## src/fat_pkg.sv

```systemverilog
package fat_pkg;
  localparam int unsigned CLK_PERIOD_NS = 10;
  localparam int unsigned CLK_HZ = 100000000;
  localparam int unsigned NUM_VARIANTS = 5;
  typedef int unsigned fat_ns_tbl_t [NUM_VARIANTS];
  localparam fat_ns_tbl_t START_DELAY_NS = '{23640, 48780, 40130, 65980, 32060};
  localparam fat_ns_tbl_t LINE_READOUT_NS = '{8760, 13390, 12920, 19560, 20940};
  localparam fat_ns_tbl_t FIXED_READOUT_NS = '{511570, 7403210, 3627580, 4756520, 15385070};
  localparam fat_ns_tbl_t EXPOSURE_OVERHEAD_NS = '{30000, 62000, 59000, 61000, 37000};

  function automatic int unsigned fat_ceil_cyc(input int unsigned ns);
    return (ns + CLK_PERIOD_NS - 1) / CLK_PERIOD_NS;
  endfunction : fat_ceil_cyc

  localparam logic [7:0] ADDR_CTRL = 8'h00;
  localparam logic [7:0] ADDR_DEBOUNCE = 8'h04;
  localparam logic [7:0] ADDR_EXPOSURE = 8'h08;
  localparam logic [7:0] ADDR_HEIGHT = 8'h0c;
  localparam logic [7:0] ADDR_THROUGHPUT = 8'h10;
  localparam logic [7:0] ADDR_PAYLOAD = 8'h14;
  localparam logic [7:0] ADDR_AVG_SHIFT = 8'h18;
  localparam logic [7:0] ADDR_TX_THRESH = 8'h1c;
  localparam logic [7:0] ADDR_EVT_STATUS = 8'h20;
  localparam logic [7:0] ADDR_EVT_MASK = 8'h24;
  localparam logic [7:0] ADDR_STATE = 8'h28;
  localparam logic [7:0] ADDR_READOUT_CYC = 8'h2c;
  localparam logic [7:0] ADDR_MIN_PERIOD = 8'h30;
  localparam logic [7:0] ADDR_TX_CYC = 8'h34;

  localparam int unsigned CTRL_LEGACY = 0;
  localparam int unsigned CTRL_DEB_EN = 1;
  localparam int unsigned CTRL_AVG_EN = 2;
  localparam int unsigned CTRL_SINGLE = 3;
  localparam int unsigned CTRL_ACQ_START = 4;
  localparam int unsigned CTRL_ACQ_STOP = 5;

  localparam int unsigned NUM_EVT = 5;
  localparam int unsigned EVT_ACQ = 0;
  localparam int unsigned EVT_FRAME = 1;
  localparam int unsigned EVT_EXP_END = 2;
  localparam int unsigned EVT_OVERTRIG = 3;
  localparam int unsigned EVT_TX_DONE = 4;

  localparam logic [31:0] RST_EXPOSURE = 32'h000003e8;
  localparam logic [31:0] RST_HEIGHT = 32'h00000190;
  localparam logic [31:0] RST_THROUGHPUT = 32'h068e7780;
  localparam logic [31:0] RST_PAYLOAD = 32'h0003a980;
  localparam logic [31:0] RST_TX_THRESH = 32'h00000100;
  localparam int unsigned DIV_STEPS = 64;

  typedef struct packed {
    logic legacy;
    logic deb_en;
    logic avg_en;
    logic single;
  } fat_cfg_t;

  typedef enum logic [2:0] {
    S_IDLE = 3'b000,
    S_ARMED = 3'b001,
    S_DELAY = 3'b010,
    S_EXPOSE = 3'b011,
    S_READOUT = 3'b100
  } fat_state_t;
endpackage : fat_pkg

```

## src/fat_frame_timing.sv

```systemverilog
`timescale 1ns/1ps
`default_nettype none
module fat_frame_timing import fat_pkg::*; #(
  parameter int unsigned VARIANT = 0,
  parameter int unsigned START_DELAY_CYC = fat_ceil_cyc(START_DELAY_NS[VARIANT]),
  parameter int unsigned LINE_CYC = fat_ceil_cyc(LINE_READOUT_NS[VARIANT]),
  parameter int unsigned FIXED_CYC = fat_ceil_cyc(FIXED_READOUT_NS[VARIANT]),
  parameter int unsigned OVERHEAD_CYC = fat_ceil_cyc(EXPOSURE_OVERHEAD_NS[VARIANT])
) (
  input wire logic hclk,
  input wire logic hresetn,
  input wire logic hsel,
  input wire logic [31:0] haddr,
  input wire logic [1:0] htrans,
  input wire logic hwrite,
  input wire logic [2:0] hsize,
  input wire logic [31:0] hwdata,
  input wire logic hready,
  output logic [31:0] hrdata,
  output logic hreadyout,
  output logic hresp,
  input wire logic external_trigger_input,
  output logic acq_begin_notice,
  output logic frame_begin_notice,
  output logic exposure_done_notice,
  output logic frame_tx_start,
  output logic frame_tx_active,
  output logic irq
);
  fat_cfg_t cfg_ff;
  logic [31:0] debounce_ff, exposure_ff, height_ff, throughput_ff, payload_ff;
  logic [4:0] avg_shift_ff;
  logic [31:0] tx_thresh_ff;
  logic [NUM_EVT-1:0] evt_status_ff, evt_mask_ff, evt_set;
  logic acq_start_cmd_ff, acq_stop_cmd_ff;
  logic stop_pend_ff;
  logic wr_pend_ff, rd_pend_ff;
  logic [7:0] addr_ff;
  logic [31:0] hrdata_ff;
  logic trig_prev_ff;
  fat_state_t state_ff, nxt_state;
  logic [31:0] timer_ff, nxt_timer;
  logic [31:0] rd_elapsed_ff;
  logic [31:0] readout_cyc_ff, tx_cyc_ff, tx_lim_ff, min_period_ff;
  logic [31:0] avg_cnt_ff;
  logic tx_pend_ff, tx_active_ff, tx_start_ff;
  logic [31:0] tx_cnt_ff;
  logic acq_evt_ff, frame_evt_ff, exp_evt_ff;
  logic div_busy_ff;
  logic [6:0] div_step_ff;
  logic [63:0] div_q_ff, div_r_ff;
  logic [31:0] div_pay_ff, div_thr_ff;

  logic addr_phase, trig_edge, acq_req, overtrig, frame_go, exp_end, rd_done;
  logic avg_last, tx_req, tx_go, tx_end;
  logic [31:0] start_delay, tx_dur, nxt_readout, exp_lim;
  logic [64:0] div_trial;

  assign addr_phase = hsel & hready & htrans[1];
  assign hreadyout = 1'b1;
  assign hresp = 1'b0;
  assign hrdata = hrdata_ff;
  assign trig_edge = external_trigger_input & ~trig_prev_ff;

  assign acq_req = cfg_ff.legacy ? trig_edge : acq_start_cmd_ff;
  assign overtrig = acq_req & (state_ff != S_IDLE);
  assign frame_go = cfg_ff.legacy ? (acq_req & ~overtrig)
                                  : (trig_edge & (state_ff == S_ARMED));
  assign start_delay = START_DELAY_CYC + (cfg_ff.deb_en ? debounce_ff : 32'h0);
  assign exp_end = (state_ff == S_EXPOSE) & (timer_ff == 32'h0);
  assign rd_done = (state_ff == S_READOUT) & (rd_elapsed_ff + 32'h1 >= readout_cyc_ff);
  assign avg_last = (avg_cnt_ff + 32'h1) >= (32'h1 << avg_shift_ff);
  // averaging sends one image
  // a threshold beyond the end of readout falls back to the last readout cycle
  assign tx_req = cfg_ff.avg_en ? (rd_done & avg_last)
      : ((state_ff == S_READOUT) & ((rd_elapsed_ff == tx_thresh_ff)
          | (rd_done & (rd_elapsed_ff < tx_thresh_ff))));
  // start waits on buffer and link, not a fixed count
  assign tx_go = (tx_req | tx_pend_ff) & ~tx_active_ff;
  assign tx_end = tx_active_ff & (tx_cnt_ff == 32'h0);
  assign tx_dur = (tx_cyc_ff > readout_cyc_ff) ? tx_cyc_ff : readout_cyc_ff;
  assign nxt_readout = 32'((height_ff + 32'h1) * LINE_CYC + FIXED_CYC);
  assign exp_lim = exposure_ff + OVERHEAD_CYC;
  assign div_trial = {div_r_ff, div_q_ff[63]} - {33'h0, div_thr_ff};

  always_comb begin
    evt_set = '0;
    evt_set[EVT_ACQ] = acq_req & ~overtrig;
    evt_set[EVT_FRAME] = frame_go;
    evt_set[EVT_EXP_END] = exp_end;
    evt_set[EVT_OVERTRIG] = overtrig;
    evt_set[EVT_TX_DONE] = tx_end;
  end

  always_ff @(posedge hclk or negedge hresetn) begin
    if (!hresetn) begin
      wr_pend_ff <= 1'b0;
      rd_pend_ff <= 1'b0;
      addr_ff <= 8'h0;
    end else begin
      wr_pend_ff <= addr_phase & hwrite;
      rd_pend_ff <= addr_phase & ~hwrite;
      addr_ff <= haddr[7:0];
    end
  end

  always_ff @(posedge hclk or negedge hresetn) begin
    if (!hresetn) begin
      cfg_ff <= '0;
      debounce_ff <= 32'h0;
      exposure_ff <= RST_EXPOSURE;
      height_ff <= RST_HEIGHT;
      throughput_ff <= RST_THROUGHPUT;
      payload_ff <= RST_PAYLOAD;
      avg_shift_ff <= 5'h0;
      tx_thresh_ff <= RST_TX_THRESH;
      evt_mask_ff <= '0;
      acq_start_cmd_ff <= 1'b0;
      acq_stop_cmd_ff <= 1'b0;
    end else begin
      acq_start_cmd_ff <= 1'b0;
      acq_stop_cmd_ff <= 1'b0;
      if (wr_pend_ff) begin
        case (addr_ff)
          ADDR_CTRL: begin
            cfg_ff.legacy <= hwdata[CTRL_LEGACY];
            cfg_ff.deb_en <= hwdata[CTRL_DEB_EN];
            cfg_ff.avg_en <= hwdata[CTRL_AVG_EN];
            cfg_ff.single <= hwdata[CTRL_SINGLE];
            acq_start_cmd_ff <= hwdata[CTRL_ACQ_START];
            acq_stop_cmd_ff <= hwdata[CTRL_ACQ_STOP];
          end
          ADDR_DEBOUNCE: debounce_ff <= hwdata;
          ADDR_EXPOSURE: exposure_ff <= (hwdata == 32'h0) ? 32'h1 : hwdata;
          ADDR_HEIGHT: height_ff <= hwdata;
          ADDR_THROUGHPUT: throughput_ff <= hwdata;
          ADDR_PAYLOAD: payload_ff <= hwdata;
          ADDR_AVG_SHIFT: avg_shift_ff <= hwdata[4:0];
          ADDR_TX_THRESH: tx_thresh_ff <= hwdata;
          ADDR_EVT_MASK: evt_mask_ff <= hwdata[NUM_EVT-1:0];
          default: ;
        endcase
      end
    end
  end

  // read data is loaded at the address edge so the data phase needs no wait
  always_ff @(posedge hclk or negedge hresetn) begin
    if (!hresetn) begin
      hrdata_ff <= 32'h0;
    end else if (addr_phase & ~hwrite) begin
      case (haddr[7:0])
        ADDR_CTRL: hrdata_ff <= {28'h0, cfg_ff.single, cfg_ff.avg_en, cfg_ff.deb_en,
                                 cfg_ff.legacy};
        ADDR_DEBOUNCE: hrdata_ff <= debounce_ff;
        ADDR_EXPOSURE: hrdata_ff <= exposure_ff;
        ADDR_HEIGHT: hrdata_ff <= height_ff;
        ADDR_THROUGHPUT: hrdata_ff <= throughput_ff;
        ADDR_PAYLOAD: hrdata_ff <= payload_ff;
        ADDR_AVG_SHIFT: hrdata_ff <= {27'h0, avg_shift_ff};
        ADDR_TX_THRESH: hrdata_ff <= tx_thresh_ff;
        ADDR_EVT_STATUS: hrdata_ff <= {{(32-NUM_EVT){1'b0}}, evt_status_ff};
        ADDR_EVT_MASK: hrdata_ff <= {{(32-NUM_EVT){1'b0}}, evt_mask_ff};
        ADDR_STATE: hrdata_ff <= {27'h0, tx_pend_ff, tx_active_ff, state_ff};
        ADDR_READOUT_CYC: hrdata_ff <= readout_cyc_ff;
        ADDR_MIN_PERIOD: hrdata_ff <= min_period_ff;
        ADDR_TX_CYC: hrdata_ff <= tx_cyc_ff;
        default: hrdata_ff <= 32'h0;
      endcase
    end
  end

  // read clears status; a new event in the same cycle survives
  always_ff @(posedge hclk or negedge hresetn) begin
    if (!hresetn) begin
      evt_status_ff <= '0;
    end else if (addr_phase & ~hwrite & (haddr[7:0] == ADDR_EVT_STATUS)) begin
      evt_status_ff <= evt_set;
    end else begin
      evt_status_ff <= evt_status_ff | evt_set;
    end
  end

  assign irq = |(evt_status_ff & evt_mask_ff);

  always_ff @(posedge hclk or negedge hresetn) begin
    if (!hresetn) begin
      trig_prev_ff <= 1'b0;
      acq_evt_ff <= 1'b0;
      frame_evt_ff <= 1'b0;
      exp_evt_ff <= 1'b0;
    end else begin
      trig_prev_ff <= external_trigger_input;
      acq_evt_ff <= evt_set[EVT_ACQ];
      frame_evt_ff <= evt_set[EVT_FRAME];
      exp_evt_ff <= evt_set[EVT_EXP_END];
    end
  end

  assign acq_begin_notice = acq_evt_ff;
  assign frame_begin_notice = frame_evt_ff;
  assign exposure_done_notice = exp_evt_ff;

  always_comb begin
    nxt_state = state_ff;
    nxt_timer = (timer_ff == 32'h0) ? 32'h0 : timer_ff - 32'h1;
    case (state_ff)
      S_IDLE: begin
        if (frame_go) begin
          nxt_state = S_DELAY;
          nxt_timer = start_delay - 32'h1;
        end else if (acq_req & ~cfg_ff.legacy) begin
          nxt_state = S_ARMED;
        end
      end
      S_ARMED: begin
        if (acq_stop_cmd_ff | stop_pend_ff) begin
          nxt_state = S_IDLE;
        end else if (frame_go) begin
          nxt_state = S_DELAY;
          nxt_timer = start_delay - 32'h1;
        end
      end
      S_DELAY: begin
        if (timer_ff == 32'h0) begin
          nxt_state = S_EXPOSE;
          nxt_timer = exposure_ff - 32'h1;
        end
      end
      S_EXPOSE: begin
        if (exp_end) begin
          nxt_state = S_READOUT;
        end
      end
      S_READOUT: begin
        if (rd_done) begin
          nxt_state = (cfg_ff.legacy | cfg_ff.single | acq_stop_cmd_ff | stop_pend_ff)
                      ? S_IDLE : S_ARMED;
        end
      end
      default: nxt_state = S_IDLE;
    endcase
  end

  always_ff @(posedge hclk or negedge hresetn) begin
    if (!hresetn) begin
      state_ff <= S_IDLE;
      timer_ff <= 32'h0;
      rd_elapsed_ff <= 32'h0;
    end else begin
      state_ff <= nxt_state;
      timer_ff <= nxt_timer;
      rd_elapsed_ff <= (state_ff == S_READOUT) ? rd_elapsed_ff + 32'h1 : 32'h0;
    end
  end

  // a stop that lands mid-frame is held, otherwise its one-cycle pulse is lost
  always_ff @(posedge hclk or negedge hresetn) begin
    if (!hresetn) begin
      stop_pend_ff <= 1'b0;
    end else if (state_ff == S_IDLE) begin
      stop_pend_ff <= 1'b0;
    end else if (acq_stop_cmd_ff) begin
      stop_pend_ff <= 1'b1;
    end
  end

  // frame counter for averaging; reset when averaging is off
  always_ff @(posedge hclk or negedge hresetn) begin
    if (!hresetn) begin
      avg_cnt_ff <= 32'h0;
    end else if (~cfg_ff.avg_en) begin
      avg_cnt_ff <= 32'h0;
    end else if (rd_done) begin
      avg_cnt_ff <= avg_last ? 32'h0 : avg_cnt_ff + 32'h1;
    end
  end

  // one frame may wait while the previous transmission still runs
  always_ff @(posedge hclk or negedge hresetn) begin
    if (!hresetn) begin
      tx_pend_ff <= 1'b0;
      tx_active_ff <= 1'b0;
      tx_start_ff <= 1'b0;
      tx_cnt_ff <= 32'h0;
    end else begin
      tx_start_ff <= tx_go;
      if (tx_go) begin
        tx_pend_ff <= 1'b0;
      end else if (tx_req) begin
        tx_pend_ff <= 1'b1;
      end
      if (tx_go) begin
        tx_active_ff <= 1'b1;
        tx_cnt_ff <= tx_dur - 32'h1;
      end else if (tx_end) begin
        tx_active_ff <= 1'b0;
      end else if (tx_active_ff) begin
        tx_cnt_ff <= tx_cnt_ff - 32'h1;
      end
    end
  end

  assign frame_tx_start = tx_start_ff;
  assign frame_tx_active = tx_active_ff;

  // payload times rate over throughput, serial divide
  always_ff @(posedge hclk or negedge hresetn) begin
    if (!hresetn) begin
      div_busy_ff <= 1'b0;
      div_step_ff <= 7'h0;
      div_q_ff <= 64'h0;
      div_r_ff <= 64'h0;
      div_pay_ff <= 32'h0;
      div_thr_ff <= 32'h0;
      tx_cyc_ff <= 32'hffffffff;
    end else if (~div_busy_ff) begin
      if ((div_pay_ff != payload_ff) | (div_thr_ff != throughput_ff)) begin
        div_busy_ff <= 1'b1;
        div_step_ff <= 7'h0;
        div_pay_ff <= payload_ff;
        div_thr_ff <= throughput_ff;
        div_q_ff <= 64'(payload_ff) * 64'(CLK_HZ);
        div_r_ff <= 64'h0;
      end
    end else if (div_step_ff == 7'(DIV_STEPS)) begin
      div_busy_ff <= 1'b0;
      // rounded up; zero throughput pins the limit at the maximum
      if ((div_thr_ff == 32'h0) | (|div_q_ff[63:32])) begin
        tx_cyc_ff <= 32'hffffffff;
      end else begin
        tx_cyc_ff <= div_q_ff[31:0] + {31'h0, |div_r_ff};
      end
    end else begin
      div_step_ff <= div_step_ff + 7'h1;
      if (~div_trial[64]) begin
        div_r_ff <= div_trial[63:0];
        div_q_ff <= {div_q_ff[62:0], 1'b1};
      end else begin
        div_r_ff <= {div_r_ff[62:0], div_q_ff[63]};
        div_q_ff <= {div_q_ff[62:0], 1'b0};
      end
    end
  end

  always_ff @(posedge hclk or negedge hresetn) begin
    if (!hresetn) begin
      readout_cyc_ff <= 32'h0;
      tx_lim_ff <= 32'h0;
      min_period_ff <= 32'h0;
    end else begin
      readout_cyc_ff <= nxt_readout;
      // averaging limit, link shared by averaged frames
      tx_lim_ff <= cfg_ff.avg_en ? (tx_cyc_ff >> avg_shift_ff) : tx_cyc_ff;
      if ((readout_cyc_ff >= exp_lim) & (readout_cyc_ff >= tx_lim_ff)) begin
        min_period_ff <= readout_cyc_ff;
      end else if (exp_lim >= tx_lim_ff) begin
        min_period_ff <= exp_lim;
      end else begin
        min_period_ff <= tx_lim_ff;
      end
    end
  end
endmodule : fat_frame_timing
`default_nettype wire

```

## config.mk

```make
export PLATFORM = sky130hd
export DESIGN_NAME = fat_frame_timing
export DESIGN_NICKNAME = d
export VERILOG_FILES = /design/src/fat_pkg.sv /design/src/fat_frame_timing.sv
export SDC_FILE = /design/constraint.sdc
export NUM_CORES = 2
export LEC_CHECK = 0
export BUFFER_PORTS_ARGS = -buffer_cell sky130_fd_sc_hd__buf_2
export CORE_ASPECT_RATIO = 1.25
export CORE_MARGIN = 5
export CORE_UTILIZATION = 65
export CTS_BUF_LIST = sky130_fd_sc_hd__clkbuf_2 sky130_fd_sc_hd__clkbuf_4 sky130_fd_sc_hd__clkbuf_8
export DETAILED_ROUTE_END_ITERATION = 16
export GPL_TIMING_DRIVEN = 1
export PLACE_DENSITY_LB_ADDON = 0.25
export SETUP_SLACK_MARGIN = 0.3
export SYNTH_ARGS = -nofsm -noshare
export SYNTH_HDL_FRONTEND = slang
export SYNTH_SLANG_ARGS = --single-unit
```

## constraint.sdc

```tcl
create_clock -name hclk -period 20.5 [get_ports hclk]
set_clock_uncertainty 0.15 [all_clocks]
set_input_delay 4.1 -clock hclk [delete_from_list [all_inputs] [get_ports hclk]]
set_output_delay 4.1 -clock hclk [all_outputs]
set_load 0.005 [all_outputs]
```

# ---- After elaboration in Yosys (flattened, before gate mapping)
# Cells that the tools add are included.
dict set report classes {
  addsub 14
  multipliers 2
  n_div 0
  magnitude_cmp 7
  eq_ne 37
  shift 2
  n_mux 57
  n_bitwise 34
  reduce_logical 30
}
# cell count
set op_table {}
lappend op_table {{two-way mux 32 bit} 18}
lappend op_table {{two-way mux 64 bit} 7}
lappend op_table {{one-hot mux 32 bit (14 select lines)} 1}
lappend op_table {{>= comparator 32 bit} 5}
lappend op_table {{subtractor 32 x 1 -> 32 bit, second input constant} 5}
lappend op_table {{zero test 32 bit} 4}
lappend op_table {{adder 32 x 1 -> 32 bit, second input constant} 3}
lappend op_table {{one-hot mux 32 bit (3 select lines)} 1}
lappend op_table {{subtractor 65 x 32 -> 65 bit} 1}
lappend op_table {{equality test 8 x 5 -> 1 bit, second input constant} 8}
lappend op_table {{!= test 32 bit} 2}
lappend op_table {{OR reduction 64 bit} 1}
lappend op_table {{equality test 8 x 6 -> 1 bit, second input constant} 7}
lappend op_table {{multiplier 32 x 19 -> 51 bit, second input constant} 1}
lappend op_table {{adder 12 x 32 -> 32 bit, first input constant} 1}
lappend op_table {{adder 32 x 1 -> 32 bit} 1}
lappend op_table {{adder 32 x 12 -> 32 bit, second input constant} 1}
lappend op_table {{adder 32 x 16 -> 32 bit, second input constant} 1}
lappend op_table {{equality test 32 bit} 1}
lappend op_table {{equality test 8 x 4 -> 1 bit, second input constant} 4}
lappend op_table {{> comparator 32 bit} 1}
lappend op_table {{< comparator 32 bit} 1}
lappend op_table {{multiplier 32 x 8 -> 30 bit, second input constant} 1}
lappend op_table {{OR reduction 32 bit} 1}
lappend op_table {{29 further kinds} 106}
dict set report word_totals {
  register_bits 721
  latch_bits 0
  ramBits 0
  romBits 0
  inputBits 75
  out_inout_bits 40
  memories 0
}

# ---- Longest topological paths before layout
dict set report depth {
  word_depth 11
  mapped_depth 34
  depth_no_buf 32
}

# ---- Worst setup path after synthesis
# Ideal clock, no wire load.
dict set report synth_path {
  path_kind {reg-to-reg}
  start {register avg_cnt_ff[2]}
  end {register tx_cnt_ff[12]}
  t_arrival_ns 6.666
  required_time_ns 20.214
  path_slack_ns 13.548
  stages_incl_launch_ff 32
  period_less_slack_ns 6.952
  cell_sequence {dfrtp_1 -> and3_1 -> and3_1 -> and3_1 -> and3_1 -> and4_1 -> nor3b_1 -> and3_1 -> clkbuf_1 -> nand3_1 -> xnor2_1 -> ha_1 -> a21o_1 -> a21o_1 -> a21oi_1 -> nand2_1 -> nand2_1 -> a31oi_1 -> o21ai_1 -> inv_2 -> clkbuf_1 -> buf_1 -> and3_1 -> a21oi_1 -> ha_1 -> inv_1 -> or4_1 -> or3_1 -> or3_1 -> or3b_2 -> o21ai_0 -> a21oi_1}
}
dict set report synth_via {
  elab_chain_len 8
}
# element line_no
set synth_rtl {}
lappend synth_rtl {{start, declared} fat_frame_timing.sv:45} ;# logic [31:0] avg_cnt_ff;
lappend synth_rtl {{start signal, assigned} fat_frame_timing.sv:275} ;# avg_cnt_ff <= avg_last ? 32'h0 : avg_cnt_ff + 32'h1;
lappend synth_rtl {{adder 32 x 1 -> 32 bit *} fat_frame_timing.sv:72} ;# assign avg_last = (avg_cnt_ff + 32'h1) >= (32'h1 << avg_shift_ff);
lappend synth_rtl {{>= comparator 32 bit *} fat_frame_timing.sv:72}
lappend synth_rtl {{bitwise AND 1 bit *} fat_frame_timing.sv:75} ;# assign tx_req = cfg_ff.avg_en ? (rd_done & avg_last)
lappend synth_rtl {{two-way mux 1 bit *} fat_frame_timing.sv:75}
lappend synth_rtl {{bitwise OR 1 bit *} fat_frame_timing.sv:79} ;# assign tx_go = (tx_req | tx_pend_ff) & ~tx_active_ff;
lappend synth_rtl {{bitwise AND 1 bit *} fat_frame_timing.sv:79}
lappend synth_rtl {{named net tx_go} fat_frame_timing.sv:55} ;# logic avg_last, tx_req, tx_go, tx_end;
lappend synth_rtl {{!= test 2 bit (no source line) / nonzero test 2 bit (equally long branches)} -}
lappend synth_rtl {{AND reduction 2 bit (no source line)} -}
lappend synth_rtl {{end signal, assigned} fat_frame_timing.sv:295} ;# tx_cnt_ff <= tx_dur - 32'h1;
lappend synth_rtl {{end signal, assigned} fat_frame_timing.sv:299} ;# tx_cnt_ff <= tx_cnt_ff - 32'h1;
lappend synth_rtl {{end, declared} fat_frame_timing.sv:47} ;# logic [31:0] tx_cnt_ff;
# Mark *: on every way through the listed nets, which the timed path passes. The rest lies on a longest branch.
# A chain may end at the register's enable or synchronous reset.

# ---- Final worst setup path
dict set report layout_path {
  start {register avg_shift_ff[4]}
  end {register tx_cnt_ff[26]}
}
dict set report layout_via {
  elab_chain_len 8
}
# element line_no
set layout_rtl {}
lappend layout_rtl {{start, declared} fat_frame_timing.sv:32} ;# logic [4:0] avg_shift_ff;
lappend layout_rtl {{start signal, assigned} fat_frame_timing.sv:138} ;# ADDR_AVG_SHIFT: avg_shift_ff <= hwdata[4:0];
lappend layout_rtl {{<< shifter 1 x 5 -> 32 bit *} fat_frame_timing.sv:72}
lappend layout_rtl {{>= comparator 32 bit *} fat_frame_timing.sv:72}
lappend layout_rtl {{bitwise AND 1 bit *} fat_frame_timing.sv:75}
lappend layout_rtl {{two-way mux 1 bit *} fat_frame_timing.sv:75}
lappend layout_rtl {{bitwise OR 1 bit *} fat_frame_timing.sv:79}
lappend layout_rtl {{bitwise AND 1 bit *} fat_frame_timing.sv:79}
lappend layout_rtl {{!= test 2 bit (no source line) / nonzero test 2 bit (equally long branches)} -}
lappend layout_rtl {{AND reduction 2 bit (no source line)} -}
# Every way passes the cells marked *; elsewhere a longest branch is shown, timed or not.

==> impl_metrics.tcl <==
set metrics [dict create \
    setup_tns_ns 0 \
    clk_pin_slew_ns 0.07 \
    grt_usage 0.391 \
    numPortBuffers 84 \
    antenna_found_initial 25 \
    rsz0062_at_grt "no" \
    tightest_slew_ns 1.43 \
    nNetsFinal 7485 \
    clockBufferDepth 3 \
    yosysMostFrequentCell "inv_1" \
    die_area_um2 101000 \
    start_util 0.653 \
    end_kind "flip-flop" \
    clock-sinks 720 \
    gp_congestion 1.02 \
    cts_root_buf "clkbuf_8" \
    coreArea_um2 94100 \
    postPlaceCellArea_um2 63000 \
    syn_avg_cell_area_um2 9.45 \
    remaining_drc_errors 0 \
    grt_pass1_vias 51400 \
    synth_cell_types 89 \
    period_share 0.424 \
    required_ns 21.04 \
    synth_top_cell_area_share 0.268 \
    vias_per_cell 6.50 \
    cts_hold_buf 0 \
    synth_largest_area_cell "dfrtp_1" \
    firstDrtPassIters 8 \
    io_pins 115 \
    fp.dieH_um 354 \
    die_w_um 285 \
    ant_nets 0 \
    synth_seq_cells 720 \
    worstSetupStartpointType "flip-flop" \
    cpMaxStageDelayCell "nor3_1" \
    slew_headroom 0.0451 \
    path_common_cell "a21oi_1" \
    critPathTopFamily "compound AO/OA/AOI/OAI gates" \
    fin_area_um2 65800 \
    cts_resized 0 \
    h-tree-depth 3 \
    drive_gt1_frac 0.119 \
    syn2layout_area_growth_pct 7.11 \
    cts_setup_buffers 0 \
    rows 126 \
    critPathMaxFanout 66 \
    synth-warning-count 0 \
    power_per_cell_area_nw_per_um2 121 \
    maxCapViolations 0 \
    first_iter_violations 5003 \
    crit_buf_inv 5 \
    status "finished clean" \
    synthTopCellsByArea "dfrtp_1, fa_1, ha_1" \
    worst_ir_drop_vdd_mv 0.450 \
    finalWirelength_um 199000 \
    vias 51000 \
    slowest_delay_ns 1.16 \
    hold_viol 0 \
    grt_overflow 0 \
    synthArstFlopShare 1.00 \
    hpwl_um 153000 \
    synthCells 6506 \
    seq_area_frac_synth 0.294 \
    synth_top_cells_by_count "inv_1, dfrtp_1, nand2_1" \
    reg2reg_slack_ns 11.81 \
    slew_violations 0 \
    cts_buffers 119 \
    leakage_nw 31.0 \
    worst_ep_arrival_time_ns 9.24 \
    cts_tree "yes" \
    synth_ff_type "dfrtp_1" \
    syn-cell-area_um2 61500 \
    top_regs "div_q_ff (64), div_r_ff (64)" \
    synth-edff-count 0 \
    critPathKind "flip-flop to flip-flop" \
    setup_viol 0 \
    grt_pass1_wl_um 304000 \
    clk_latency_ns 0.83 \
    wl_per_cell_um 25.4 \
    fmax_mhz 115 \
    hold_path.class "flip-flop to flip-flop" \
    fin_crit_ns 8.69 \
    grt_max_degree 161 \
]
## report_power, final
part / internal [mW] / switching (mW)
Combinational: 2.01 / 2.69
Clock: 0.810 / 0.646
Sequential: 1.58 / 0.246
Total: 4.40 / 3.59
## tightest hold or removal path, delay by kind of cell, from the launching register on
family | cells | cell delay (ns)
AOI/OAI and AO/OA | 1 | 0.06
DFF | 1 | 0.33
and+or+nand+nor | 1 | 0.04
## cell usage in the layout (no fill, tap or decap), types with 43 or more instances in the layout
cell type	netlist	layout
and2_1	53	53
nor2_1	366	352
xor2_1	231	230
mux2i_1	143	143
buf_4	3	69
o21ai_0	351	351
nor3_1	120	117
nand2_1	544	544
ha_1	519	519
mux2_2	247	247
nor4_1	89	86
a21oi_1	304	304
xnor2_1	225	224
clkbuf_8	0	158
a21o_1	105	105
buf_2	13	83
inv_1	705	705
dfstp_2	62	62
nor2b_1	43	43
a22oi_1	76	76
dfrtp_1	658	655
nand3_1	198	197
nand4_1	98	98
fa_1	383	383
a221oi_1	43	43
a211oi_1	56	56
and3_1	54	54
## path summary, 6_finish.rpt
path                                              from  cells after the start                        end
max                        avg_shift_ff[4]$_DFFE_PN0P_                     27  tx_cnt_ff[26]$_DFFE_PN0P_
min                             hrdata[12]$_DFFE_PN0P_                      2     hrdata[12]$_DFFE_PN0P_
max reg2reg                avg_shift_ff[4]$_DFFE_PN0P_                     27  tx_cnt_ff[26]$_DFFE_PN0P_
min reg2reg                     hrdata[12]$_DFFE_PN0P_                      2     hrdata[12]$_DFFE_PN0P_
max in group asynchronous                      hresetn                      4   div_q_ff[56]$_DFFE_PN0P_
min in group asynchronous                      hresetn                      1     trig_prev_ff$_DFF_PN0_
## layout make-up
| class | count | area [µm²] |
|---|---|---|
| diodes | 16 | 40.0 |
| clock buffers | 196 | 2460 |
| clock inverters | 28 | 280 |
| fillers | 7351 | 28300 |
| inverters | 709 | 2660 |
| multi-input cells | 4804 | 39800 |
| flip-flops and latches | 720 | 18100 |
| well taps | 1216 | 1520 |
| repair buffers | 154 | 968 |
## cell families after synthesis
group                    after synthesis  synth area share
AND/OR/NAND/NOR                     1755             0.140
AO/OA/AOI/OAI                       1277             0.133
buffers and inverters                983            0.0607
adder cells (fa/ha/maj)              902             0.230
flip-flops                           720             0.294
XOR/XNOR                             457            0.0654
multiplexers                         410            0.0759
other                                  2          0.000122
## layer usage
metal,track usage,share of wire,up-vias
met5,0,0.00058,-
met4,0.288,0.095,18
met3,0.0913,0.096,790
met2,0.619,0.45,2559
met1,0.469,0.36,24900
li1,-,-,22700
## stage by stage
stage	hold WS, ns	total power, mW	utilization	worst slack (ns)	cells
2_1_floorplan	0.313	5.42	-	13.55	6507
3_3_place_gp	0.307	6.39	0.670	12.06	7603
3_5_place_dp	0.315	6.47	0.670	11.99	7603
4_1_cts	0.327	7.96	0.699	12.01	7827
5_1_grt	0.342	8.68	0.699	11.39	7835
6_report	0.320	7.99	0.699	11.81	7843
Power figures use the tool's default switching activity.
